===== src/hw/phy_ctl_consts.vh =====
// Constants for the management, power-down and reset pin block
//
// Overview of operation
// Management clock at most 25 MHz, no minimum; the 20 MHz sampler here resolves only slower clocks
// Management clock unrelated to MAC clocks
// Shared data line driven by station or device
// Combined pin is power-down input after reset
// Pin low in input role enters power-down
// Registers stay reachable during power-down
// Interrupt role only pulls low or releases
// Reset pin returns all registers to defaults
// Reset pin held low at least 1 us
// Reset and power-down inputs are synchronised
`ifndef PHY_CTL_CONSTS_VH
`define PHY_CTL_CONSTS_VH

// ----------------------------------------------------------------------
// Timing
// ----------------------------------------------------------------------
`define CLK_PERIOD_NS      50
`define RST_MIN_NS         1000
// Least reset width in cycles, rounded up
`define RST_MIN_CYC        ((`RST_MIN_NS + `CLK_PERIOD_NS - 1) / `CLK_PERIOD_NS)
`define MDC_MAX_KHZ        25000

// ----------------------------------------------------------------------
// Management frame fields
// ----------------------------------------------------------------------
`define ST_CODE            2'h1
`define OP_WRITE           2'h1
`define OP_READ            2'h2
`define PRE_BITS           32
`define REG_CTL            5'h00
`define REG_STS            5'h01
`define REG_IRQ            5'h02
// Control register bits
`define CTL_RESET_BIT      15
`define CTL_PDOWN_BIT      11
`define CTL_IRQ_ROLE_BIT   0
`define CTL_RESET_VAL      16'h0000
`define IRQ_RESET_VAL      16'h0000

`endif


===== src/hw/mgmt_frame.v =====
// Serial management frame engine, sampled on the system clock
`include "phy_ctl_consts.vh"
module mgmt_frame
#(
    parameter PHY_ADDR = 5'h01          // Address this device answers to
)
(
    input  wire        clk,
    input  wire        sys_rst,
    input  wire        ce,
    input  wire        mdc_rise,        // Management clock rising edge
    input  wire        mdc_fall,        // Management clock falling edge
    input  wire        mdio_s,          // Synchronised data line
    input  wire [15:0] rd_data,         // Data for read answer
    output reg         mdio_o,          // Drive value (always 0 or data)
    output reg         mdio_oe,         // High while device drives
    output reg         wr_stb,          // One-cycle register write
    output reg         rd_stb,          // One-cycle register read
    output reg  [4:0]  reg_addr,        // Register address
    output reg  [15:0] wr_data          // Register write data
);
    // ------------------------------------------------------------------
    // Frame shifter
    // ------------------------------------------------------------------
    reg [5:0]  ones_ff;                 // Preamble ones count
    reg [5:0]  cnt_ff;                  // Bit position after preamble
    reg        act_ff;                  // Inside a frame
    reg [13:0] hdr_ff;                  // ST, OP, PHYAD, REGAD
    reg [15:0] sh_ff;                   // Data shifter
    reg        rd_ff;                   // Read frame addressed to us
    reg        wr_ff;                   // Write frame addressed to us

    // Sample on rising edge, drive on falling edge
    always @(posedge clk or posedge sys_rst)
    begin
        if (sys_rst)
        begin
            ones_ff  <= 6'h00;
            cnt_ff   <= 6'h00;
            act_ff   <= 1'b0;
            hdr_ff   <= 14'h0000;
            sh_ff    <= 16'h0000;
            rd_ff    <= 1'b0;
            wr_ff    <= 1'b0;
            mdio_o   <= 1'b0;
            mdio_oe  <= 1'b0;
            wr_stb   <= 1'b0;
            rd_stb   <= 1'b0;
            reg_addr <= 5'h00;
            wr_data  <= 16'h0000;
        end
        else if (ce)
        begin
            wr_stb <= 1'b0;
            rd_stb <= 1'b0;
            if (mdc_rise)
            begin
                if (!act_ff)
                begin
                    // Start bit 0 after enough preamble ones
                    if (mdio_s)
                        ones_ff <= (ones_ff == 6'h3f) ? ones_ff : ones_ff + 6'h01;
                    else if (ones_ff >= 6'd32)
                    begin
                        act_ff  <= 1'b1;
                        cnt_ff  <= 6'h01;
                        hdr_ff  <= 14'h0000;
                        ones_ff <= 6'h00;
                    end
                    else
                        ones_ff <= 6'h00;
                end
                else
                begin
                    cnt_ff <= cnt_ff + 6'h01;
                    if (cnt_ff < 6'd14)
                        hdr_ff <= {hdr_ff[12:0], mdio_s};
                    if (cnt_ff == 6'd13)
                    begin
                        // Header complete: decide role
                        // Start 0 already taken; 12 bits held: ST 1, OP, PHYAD, REGAD[4:1]
                        reg_addr <= {hdr_ff[3:0], mdio_s};
                        rd_ff <= (hdr_ff[11] == 1'b1) && (hdr_ff[8:4] == PHY_ADDR)
                                 && (hdr_ff[10:9] == `OP_READ);
                        wr_ff <= (hdr_ff[11] == 1'b1) && (hdr_ff[8:4] == PHY_ADDR)
                                 && (hdr_ff[10:9] == `OP_WRITE);
                    end
                    // Data bits are taken in unless this is our read; read data shifts out on the fall
                    if (cnt_ff >= 6'd16 && !rd_ff)
                        sh_ff <= {sh_ff[14:0], mdio_s};
                    if (cnt_ff == 6'd31)
                    begin
                        act_ff <= 1'b0;
                        rd_ff  <= 1'b0;
                        if (wr_ff)
                        begin
                            wr_stb  <= 1'b1;
                            wr_data <= {sh_ff[14:0], mdio_s};
                        end
                        wr_ff <= 1'b0;
                    end
                end
            end
            if (mdc_fall)
            begin
                // Turnaround: release, then drive 0 then data MSB first
                if (rd_ff && cnt_ff == 6'd15)
                begin
                    mdio_oe <= 1'b1;
                    mdio_o  <= 1'b0;
                    sh_ff   <= rd_data;
                    // Read side effects only after the value is captured
                    rd_stb  <= 1'b1;
                end
                else if (rd_ff && cnt_ff >= 6'd16 && cnt_ff <= 6'd31)
                begin
                    mdio_o <= sh_ff[15];
                    sh_ff  <= {sh_ff[14:0], 1'b0};
                end
                else
                begin
                    mdio_oe <= 1'b0;
                    mdio_o  <= 1'b0;
                end
            end
        end
    end
endmodule // mgmt_frame


===== src/hw/phy_mgmt_power_reset_pins.v =====
// Top of the management, power-down and reset pin logic
`include "phy_ctl_consts.vh"
module phy_mgmt_power_reset_pins
#(
    parameter PHY_ADDR = 5'h01              // Management address, arbitrary default
)
(
    input  wire        clk,
    input  wire        sys_rst,
    input  wire        ce,
    input  wire        mdc,                 // Management clock pin
    input  wire        mdio_i,              // Data line level
    output wire        mdio_o,              // Data line drive value
    output wire        mdio_oe,             // Data line drive enable
    input  wire        reset_n_pin,         // Hardware reset pin, active low
    input  wire        irq_or_sleep_pin_i,  // Combined pin level
    output wire        irq_or_sleep_pin_o,  // Combined pin drive value
    output wire        irq_or_sleep_pin_oe, // Combined pin drive enable
    input  wire        irq_event,           // Internal event pulse
    output wire        power_down,          // Device is in power-down
    output wire        dev_reset            // Internal reset to the rest
);
    // ------------------------------------------------------------------
    // Pin synchronisers
    // ------------------------------------------------------------------
    reg [1:0] mdc_sy_ff;        // Management clock, two stages
    reg       mdc_d_ff;         // Previous synchronised clock
    reg [1:0] mdio_sy_ff;       // Data line, two stages
    reg [1:0] rst_sy_ff;        // Reset pin, two stages
    reg [1:0] pd_sy_ff;         // Combined pin, two stages

    // Management clock sampled, not used as a clock: unrelated to MAC clocks
    // Limitation: the 20 MHz sampler resolves a slower management clock only
    always @(posedge clk or posedge sys_rst)
    begin
        if (sys_rst)
        begin
            mdc_sy_ff  <= 2'h0;
            mdc_d_ff   <= 1'b0;
            mdio_sy_ff <= 2'h3;
            rst_sy_ff  <= 2'h3;
            pd_sy_ff   <= 2'h3;
        end
        else if (ce)
        begin
            mdc_sy_ff  <= {mdc_sy_ff[0], mdc};
            mdc_d_ff   <= mdc_sy_ff[1];
            mdio_sy_ff <= {mdio_sy_ff[0], mdio_i};
            rst_sy_ff  <= {rst_sy_ff[0], reset_n_pin};
            pd_sy_ff   <= {pd_sy_ff[0], irq_or_sleep_pin_i};
        end
    end

    wire mdc_rise = mdc_sy_ff[1] & ~mdc_d_ff;  // Edge on second stage only
    wire mdc_fall = ~mdc_sy_ff[1] & mdc_d_ff;

    // ------------------------------------------------------------------
    // Reset width filter
    // ------------------------------------------------------------------
    localparam RCW = 6;
    reg [RCW-1:0] rcnt_ff;      // Cycles the pin has been low
    reg           hwrst_ff;     // Qualified hardware reset

    // Pulses shorter than the least width are ignored
    always @(posedge clk or posedge sys_rst)
    begin
        if (sys_rst)
        begin
            rcnt_ff  <= {RCW{1'b0}};
            hwrst_ff <= 1'b0;
        end
        else if (ce)
        begin
            if (rst_sy_ff[1])
            begin
                rcnt_ff  <= {RCW{1'b0}};
                hwrst_ff <= 1'b0;
            end
            else if (rcnt_ff >= `RST_MIN_CYC - 1)
                hwrst_ff <= 1'b1;
            else
                rcnt_ff <= rcnt_ff + 1'b1;
        end
    end

    // ------------------------------------------------------------------
    // Registers
    // ------------------------------------------------------------------
    reg  [15:0] ctl_ff;         // Control: reset, power-down, pin role
    reg         irq_pend_ff;    // Sticky event flag
    wire        wr_stb;
    wire        rd_stb;
    wire [4:0]  reg_addr;
    wire [15:0] wr_data;
    reg  [15:0] rd_data;        // Read mux

    wire irq_role = ctl_ff[`CTL_IRQ_ROLE_BIT];
    wire soft_rst = wr_stb & (reg_addr == `REG_CTL) & wr_data[`CTL_RESET_BIT];

    // Defaults on hardware or soft reset
    always @(posedge clk or posedge sys_rst)
    begin
        if (sys_rst)
        begin
            ctl_ff      <= `CTL_RESET_VAL;  // Pin acts as power-down input
            irq_pend_ff <= 1'b0;
        end
        else if (ce)
        begin
            if (hwrst_ff || soft_rst)
            begin
                ctl_ff      <= `CTL_RESET_VAL;
                irq_pend_ff <= 1'b0;
            end
            else
            begin
                // Writes accepted even in power-down
                if (wr_stb && reg_addr == `REG_CTL)
                    ctl_ff <= wr_data;
                // Set wins over read-clear
                if (irq_event)
                    irq_pend_ff <= 1'b1;
                else if (rd_stb && reg_addr == `REG_IRQ)
                    irq_pend_ff <= 1'b0;
            end
        end
    end

    // Pin low in input role enters power-down
    assign power_down = ctl_ff[`CTL_PDOWN_BIT] | (~irq_role & ~pd_sy_ff[1]);
    assign dev_reset  = hwrst_ff;

    // Read mux
    always @*
    begin
        case (reg_addr)
            `REG_CTL: rd_data = ctl_ff;
            `REG_STS: rd_data = {14'h0000, hwrst_ff, power_down};
            `REG_IRQ: rd_data = {15'h0000, irq_pend_ff};
            default:  rd_data = 16'h0000;
        endcase
    end

    // Open drain: drive value fixed low, enable only
    assign irq_or_sleep_pin_o  = 1'b0;
    assign irq_or_sleep_pin_oe = irq_role & irq_pend_ff;

    // ------------------------------------------------------------------
    // Frame engine
    // ------------------------------------------------------------------
    mgmt_frame #(.PHY_ADDR(PHY_ADDR)) u_frame
    (
        .clk      (clk),
        .sys_rst  (sys_rst),
        .ce       (ce),
        .mdc_rise (mdc_rise),
        .mdc_fall (mdc_fall),
        .mdio_s   (mdio_sy_ff[1]),
        .rd_data  (rd_data),
        .mdio_o   (mdio_o),
        .mdio_oe  (mdio_oe),
        .wr_stb   (wr_stb),
        .rd_stb   (rd_stb),
        .reg_addr (reg_addr),
        .wr_data  (wr_data)
    );
endmodule // phy_mgmt_power_reset_pins


===== config.mk =====
export PLATFORM = sky130hd
export DESIGN_NAME = phy_mgmt_power_reset_pins
export DESIGN_NICKNAME = d
export VERILOG_FILES = /design/src/hw/mgmt_frame.v /design/src/hw/phy_mgmt_power_reset_pins.v
export VERILOG_INCLUDE_DIRS = /design/src /design/src/hw
export SDC_FILE = /design/constraint.sdc
export NUM_CORES = 1
export LEC_CHECK = 0
export ABC_AREA = 1
export CAP_MARGIN = 20
export CORE_MARGIN = 2
export CORE_UTILIZATION = 50
export CTS_BUF_LIST = sky130_fd_sc_hd__clkbuf_4
export DETAILED_ROUTE_END_ITERATION = 6
export DONT_BUFFER_PORTS = 1
export GPL_ROUTABILITY_DRIVEN = 1
export PLACE_DENSITY = 0.72
export SLEW_MARGIN = 20
export SYNTH_ARGS = -nofsm -noshare
export SYNTH_HDL_FRONTEND = slang
export SYNTH_SLANG_ARGS = --single-unit

===== constraint.sdc =====
create_clock -name clk -period 2.6 [get_ports clk]
set_input_delay 0.13 -clock clk [delete_from_list [all_inputs] [get_ports clk]]
set_output_delay 0.13 -clock clk [all_outputs]
set_load 0.01 [all_outputs]

==> results of run 1 <==
-- critical path: cells and delay by family --
family,cells,cell delay [ps]
compound gates,1,60
buf+inv,1,1080
simple gates,6,1290
-- metal layers --
| layer | global-route usage (%) | vias to the layer above |
|---|---|---|
| met5 | 0 | - |
| met2 | 34.9 | 103 |
| li1 | - | 2035 |
| met4 | 6.08 | 0 |
| met3 | 4.15 | 14 |
| met1 | 29.6 | 1966 |
-- through the flow --
step / instances / instance area [um^2]
3_3_place_gp: 748 / 5100
2_1_floorplan: 628 / 4990
5_1_grt: 771 / 5290
6_report: 771 / 5290
4_1_cts: 771 / 5290
3_5_place_dp: 748 / 5100
-- state kept, by name, summed over array words and instances (netlist names), 2 cells and up --
register,cells
ctl_ff,16
mdc_sy_ff,2
mdio_sy_ff,2
pd_sy_ff,2
rcnt_ff,6
rst_sy_ff,2
u_frame.cnt_ff,6
u_frame.hdr_ff,12
u_frame.ones_ff,6
u_frame.reg_addr,5
u_frame.sh_ff,16
u_frame.wr_data,16
-- logic make-up (layout without fill, tap and decap cells) --
| family | count (synthesis) | in the layout | share of synthesized area, % |
|---|---|---|---|
| AOI/OAI and AO/OA | 97 | 97 | 10.9 |
| xor gates and xnor gates | 8 | 8 | 1.41 |
| adders and majority gates | 5 | 5 | 1.26 |
| buffers and inverters | 83 | 93 | 6.86 |
| DFF | 101 | 101 | 50.9 |
| other | 1 | 1 | 0.0753 |
| and+or+nand+nor | 333 | 333 | 28.6 |
-- power by group through the flow --
stage	clock network [uW]	logic, uW	registers (uW)
finish	747	952	2080
global route	821	1110	2120
CTS	765	950	2070
detailed placement	0	932	2100
global placement	0	889	2090
floorplan	0	768	2030
-- layout by cell type, fill, tap and decap left out, types with 2 or more instances in the layout --
| cell type | count |
|---|---|
| nand2_1 | 205 |
| o31ai_2 | 3 |
| a21oi_2 | 2 |
| nor3_1 | 5 |
| ha_1 | 5 |
| buf_4 | 4 |
| xor2_1 | 7 |
| inv_6 | 3 |
| o21ai_0 | 53 |
| nor2_2 | 8 |
| a21oi_1 | 10 |
| nand3_1 | 57 |
| clkinv_2 | 2 |
| dfstp_2 | 6 |
| inv_1 | 62 |
| clkinv_1 | 2 |
| nand2_2 | 6 |
| clkinvlp_4 | 2 |
| o31ai_1 | 6 |
| nand4_1 | 13 |
| o21ai_1 | 19 |
| or2_2 | 3 |
| clkbuf_4 | 9 |
| dfrtp_1 | 95 |
| dlygate4sd3_1 | 7 |
| nor2_1 | 32 |
-- layout make-up --
class | count | area share [%]
Multi-Input combinational cell | 444 | 39.8
Sequential cell | 101 | 47.9
Timing Repair Buffer | 12 | 2.27
Clock inverter | 7 | 0.898
Clock buffer | 9 | 1.28
Tap cell | 133 | 3.14
Inverter | 65 | 4.68
-- timing repair --
action	CTS	global route
resized for setup	0	1
endpoints found under the hold margin	47	0
setup endpoints to repair	0	12
hold buffers	7	0
-- worst min path at each step --
stage	startpoint	endpoint	slack (ps)	cells past startpoint
after CTS	ce	irq_pend_ff	20	5
after floorplan	mdio_i	mdio_sy_ff[0]	220	2
after global routing	ce	irq_pend_ff	60	5
after global placement	sys_rst	u_frame.wr_data[11]	120	1
after detailed placement	sys_rst	u_frame.wr_data[11]	130	1
final	ce	irq_pend_ff	20	5
==> impl_metrics.ini, run 1 <==
[setup_path]
critical_path.endpoint_type = flip-flop
cp_max_fo = 32
required_ps = 2950
critical_path.endpoint = u_frame.wr_data[14]
critPathLaunch = ce
r2r-end = ctl_ff[10]
criticalPathCategory = input port to flip-flop
r2r_cells = 7
cp_slowest_stage_delay_ps = 1080
r2r-start = u_frame.reg_addr[3]
arrival_ps = 2580
critPathSlowestCell = dlygate4sd3_1
r2r_slack_ps = 560
startpoint_type = input port
path_cells = dlygate4sd3_1, nand2_1, nor2_2, nand2_2, nor2_2, nand2_2, nor2_1, a21oi_1

[floorplan]
die_w_um = 104
die_area_um2 = 10800
dieHeight_um = 104
rows = 36
initial_core_util_pct = 51.2
core_um2 = 9730
io_pins = 14

[placed_design]
gp_congestion = 0.820
io_buffers = 0
pre_cts_ws_ps = 371
hpwl_um = 7240

[power_and_ir_drop]
internal_power_uw = 2360
p_sw_share_pct = 37.6
power.density_nw_per_um2 = 713
ir_drop_mv = 0.300
p_switching_uw = 1420
p_clk_share_pct = 19.8
cellLeakagePower_uw = 0.00248
combPwrFrac_pct = 25.2
total_power_uw = 3770
p_seq_share_pct = 55.0

[synth]
synthTopCellsByArea = dfrtp_1 48%, nand2_1 15%, nand3_1 5.7%
async_flop_share_pct = 100
syn_area_um2 = 4980
ys.flop_type = dfrtp_1
synth.avg_cell_area_um2 = 7.93
syn_inst = 628
yosys_warnings = 0
synth_top_cell_area_share_pct = 47.7
synth_most_common_cell = nand2_1
synth-edff-count = 0
ys_ff_latch = 101
yosysTopAreaCell = dfrtp_1
ys_types = 35
yosysSeqAreaShare_pct = 50.9
synth_commonest_cells = 205 x nand2_1, 95 x dfrtp_1, 63 x inv_1, 57 x nand3_1, 53 x o21ai_0
syn_nets = 641

[drt]
wirelength_um = 10700
wl_met1_um = 5080
first_pass_iters = 5
num_vias = 4118
drtAntennaViolNets = 0
drt_iter0_drc = 312
drc = 0
top_layer = met4
vias_per_cell = 5.34
dr_wl_met3_um = 541
wl_met2_um = 4970
wl_per_cell_um = 13.9

[timing]
final.min_clock_period_ps = 2230
layout_setup_ws_ps = 371
rsz0062_at_grt = false
setup_viol = 0
fin_worst_skew_ps = 23.7
maxSlewHeadroom_pct = 44.7
hold_viol = 0
slew_violations = 0
worst_slew_pin_slew_ps = 827
holdWs_ps = 24.1
min_period_over_period_pct = 85.7
setup_tns_ps = 0
fmax_mhz = 449

[clock_network]
cts_tree = built
cts_max_path_buffers = 2
ctsHtreeMaxLevel = 3
postCtsSetupBuffers = 0
clock_latency_ps = 460
cts_buffers = 9
cts_sinks = 101
root_buffer = clkbuf_4
clkTransAtPathRegs_ps = 160

[flow_run]
maxCapViolCount = 0

[finish]
regArea_um2 = 2530
fin_nets = 646
fin_util_pct = 54.4
multi_input_area_um2 = 2110
nFillCells = 951
antenna_cells = 0
area_delta_synth_final_pct = 6.25
drive_gt1_share_pct = 8.46

[global_route]
grt_pass1_wl_um = 18800
overflow = 0
antenna_found_initial = 0
grtUsageTotal_pct = 21.5
grt_pass1_vias = 4004
grt_max_degree = 41

[run_status]
status = complete, no violations

[worst_hold_path]
hp-class = input port to flip-flop
Note: power is estimated with default switching activity, not from simulation.
==> run 2: changes to the inputs <==
--- a/config.mk
+++ b/config.mk
@@ -6,7 +6,7 @@
 export SDC_FILE = /design/constraint.sdc
 export NUM_CORES = 1
 export LEC_CHECK = 0
-export ABC_AREA = 1
+export ABC_CLOCK_PERIOD_IN_PS = 2600
 export CAP_MARGIN = 20
 export CORE_MARGIN = 2
 export CORE_UTILIZATION = 50
==> impl_metrics.ini, run 2 <==
[run_status]
status = complete, no violations

[timing]
rsz0062_at_grt = false
maxSlewHeadroom_pct = 43.8
fin_worst_skew_ps = 24.3
min_period_over_period_pct = 88.8
setup_viol = 0
worst_slew_pin_slew_ps = 840
fmax_mhz = 433
hold_viol = 0
setup_tns_ps = 0
final.min_clock_period_ps = 2310
slew_violations = 0

[setup_path]
r2r-end = u_frame.reg_addr[0]
arrival_ps = 2630
criticalPathCategory = input port to flip-flop
critical_path.endpoint_type = flip-flop
startpoint_type = input port
required_ps = 2920
cp_max_fo = 20
r2r_slack_ps = 590
r2r-start = u_frame.act_ff
r2r_cells = 5

[synth]
synth_top_cell_area_share_pct = 52.7
synth-edff-count = 0
syn_area_um2 = 4510
synthTopCellsByArea = dfrtp_1 53%, mux2_2 8.2%, dfstp_2 3.5%
yosysTopAreaCell = dfrtp_1
ys.flop_type = dfrtp_1
synth.avg_cell_area_um2 = 11.7
yosys_warnings = 0
yosysSeqAreaShare_pct = 56.2
syn_inst = 386
ys_ff_latch = 101
synth_most_common_cell = dfrtp_1
async_flop_share_pct = 100
synth_commonest_cells = 95 x dfrtp_1, 38 x nand2_1, 33 x mux2_2, 30 x o21ai_0, 20 x nor2_1
syn_nets = 399
ys_types = 56

[finish]
final_common_cell = dfrtp_1
design_area_um2 = 4810
multi_input_area_um2 = 1810
fin_nets = 405
area_delta_synth_final_pct = 6.60
regArea_um2 = 2530
reg.largest.list = ctl_ff (16), u_frame.sh_ff (16), u_frame.wr_data (16)
nFillCells = 716
final_cell_mix = 95 x dfrtp_1, 38 x nand2_1, 33 x mux2_2
fin_util_pct = 55.1
antenna_cells = 0
drive_gt1_share_pct = 21.4

[flow_run]
maxCapViolCount = 0

[clock_network]
root_buffer = clkbuf_4
ctsHtreeMaxLevel = 3
cts_tree = built
ctsResizeCount = 0
cts_buffers = 9
cts_sinks = 101
postCtsSetupBuffers = 0
clock_latency_ps = 440
cts_max_path_buffers = 2
clkTransAtPathRegs_ps = 150

[global_route]
grt_pass1_wl_um = 14600
grtUsageTotal_pct = 18.4
grt_pass1_vias = 2920
grt_max_degree = 37
antenna_found_initial = 0
overflow = 0

[worst_hold_path]
min_to = rcnt_ff[2]
min_from = ce
hp-class = input port to flip-flop
hold_depth = 3

[power_and_ir_drop]
p_switching_uw = 699
p_sw_share_pct = 24.8
combPwrFrac_pct = 7.1
power.density_nw_per_um2 = 587
cellLeakagePower_uw = 0.00220
internal_power_uw = 2120
ir_drop_mv = 0.339
p_clk_share_pct = 32.4
total_power_uw = 2820
p_seq_share_pct = 60.5

[drt]
wirelength_um = 8260
wl_per_cell_um = 16.4
first_pass_iters = 4
drt_iter0_drc = 195
drtAntennaViolNets = 0
num_vias = 2916
drc = 0
vias_per_cell = 5.77

[floorplan]
io_pins = 14
core_um2 = 8720
rows = 34
die_area_um2 = 9800
initial_core_util_pct = 51.7
die_w_um = 99.0
dieHeight_um = 99.0

[placed_design]
hpwl_um = 5510
gp_congestion = 0.858
placed_cell_area_um2 = 4570
io_buffers = 0
-- run 2: cell count changes in the layout (fill, tap and decap cells not counted), moves of 6 or more --
| cell | change |
|---|---|
| a22o_2 | +10 |
| nor2b_1 | +6 |
| nor2_1 | -12 |
| nand2_1 | -167 |
| nand4_1 | -11 |
| inv_1 | -54 |
| a221o_1 | +14 |
| mux2_2 | +33 |
| o21ai_1 | -19 |
| nor2_2 | -7 |
| and2_1 | +17 |
| o21ai_0 | -23 |
| nand3_1 | -48 |
-- run 2: power by group through the flow --
| stage | registers [uW] | clock network, uW | logic (uW) |
|---|---|---|---|
| after global routing | 1720 | 1010 | 236 |
| final | 1710 | 915 | 201 |
| after CTS | 1710 | 944 | 205 |
| after global placement | 1730 | 0 | 182 |
| after floorplan | 1710 | 0 | 168 |
| after detailed placement | 1740 | 0 | 190 |
-- run 2: cell type report --
type	instances	share of cell area [%]
Inverter	9	0.781
Multi-Input combinational cell	256	37.6
Clock inverter	7	2.00
Clock buffer	9	1.41
Sequential cell	101	52.7
Timing Repair Buffer	15	2.71
Tap cell	108	2.81
-- run 2: logic make-up (layout without fill, tap and decap cells) --
group,Yosys count,in the layout,synth area share (%)
AO/OA/AOI/OAI,79,79,12.7
XOR/XNOR,8,8,1.55
adder cells (fa/ha/maj),5,5,1.39
buffers and inverters,29,40,3.74
flip-flops,101,101,56.2
multiplexers,35,35,8.68
other,1,1,0.0831
AND/OR/NAND/NOR,128,128,15.7
-- run 2: worst max path at each step --
stage,start,end,slack [ps]
floorplan,u_frame.cnt_ff[0],u_frame.wr_data[0],810
global placement,u_frame.reg_addr[4],u_frame.sh_ff[10],650
detailed placement,u_frame.cnt_ff[0],u_frame.sh_ff[1],620
CTS,ce,u_frame.wr_ff,340
global route,ce,u_frame.wr_ff,120
finish,ce,u_frame.reg_addr[0],290
-- run 2: stage by stage --
step	std cells	hold WS [ps]	worst slack (ps)
floorplan	386	282	811
global route	505	41.3	116
detailed placement	482	51.2	616
finish	505	32.3	290
global placement	482	48.1	650
CTS	505	7.63	344
-- run 2: repair_timing --
action / 4_1_cts / 5_1_grt
hold buffers: 7 / 0
endpoints found under the hold margin: 46 / 0
setup endpoints to repair: 0 / 0
-- run 2: worst max-delay path: stages --
cell and delay [ps]:
dlygate4sd3_1 1080, nand4b_1 340, nor3_1 300, and4_1 400
mux2_2 370
-- run 2: routing by layer --
layer | GRT usage (%) | vias to the layer above | routed length, um
met1 | 26.8 | 1469 | 3870
met4 | 5.80 | 0 | 89
met3 | 4.68 | 9 | 369
met5 | 0 | - | 0
li1 | - | 1380 | -
met2 | 27.3 | 58 | 3920
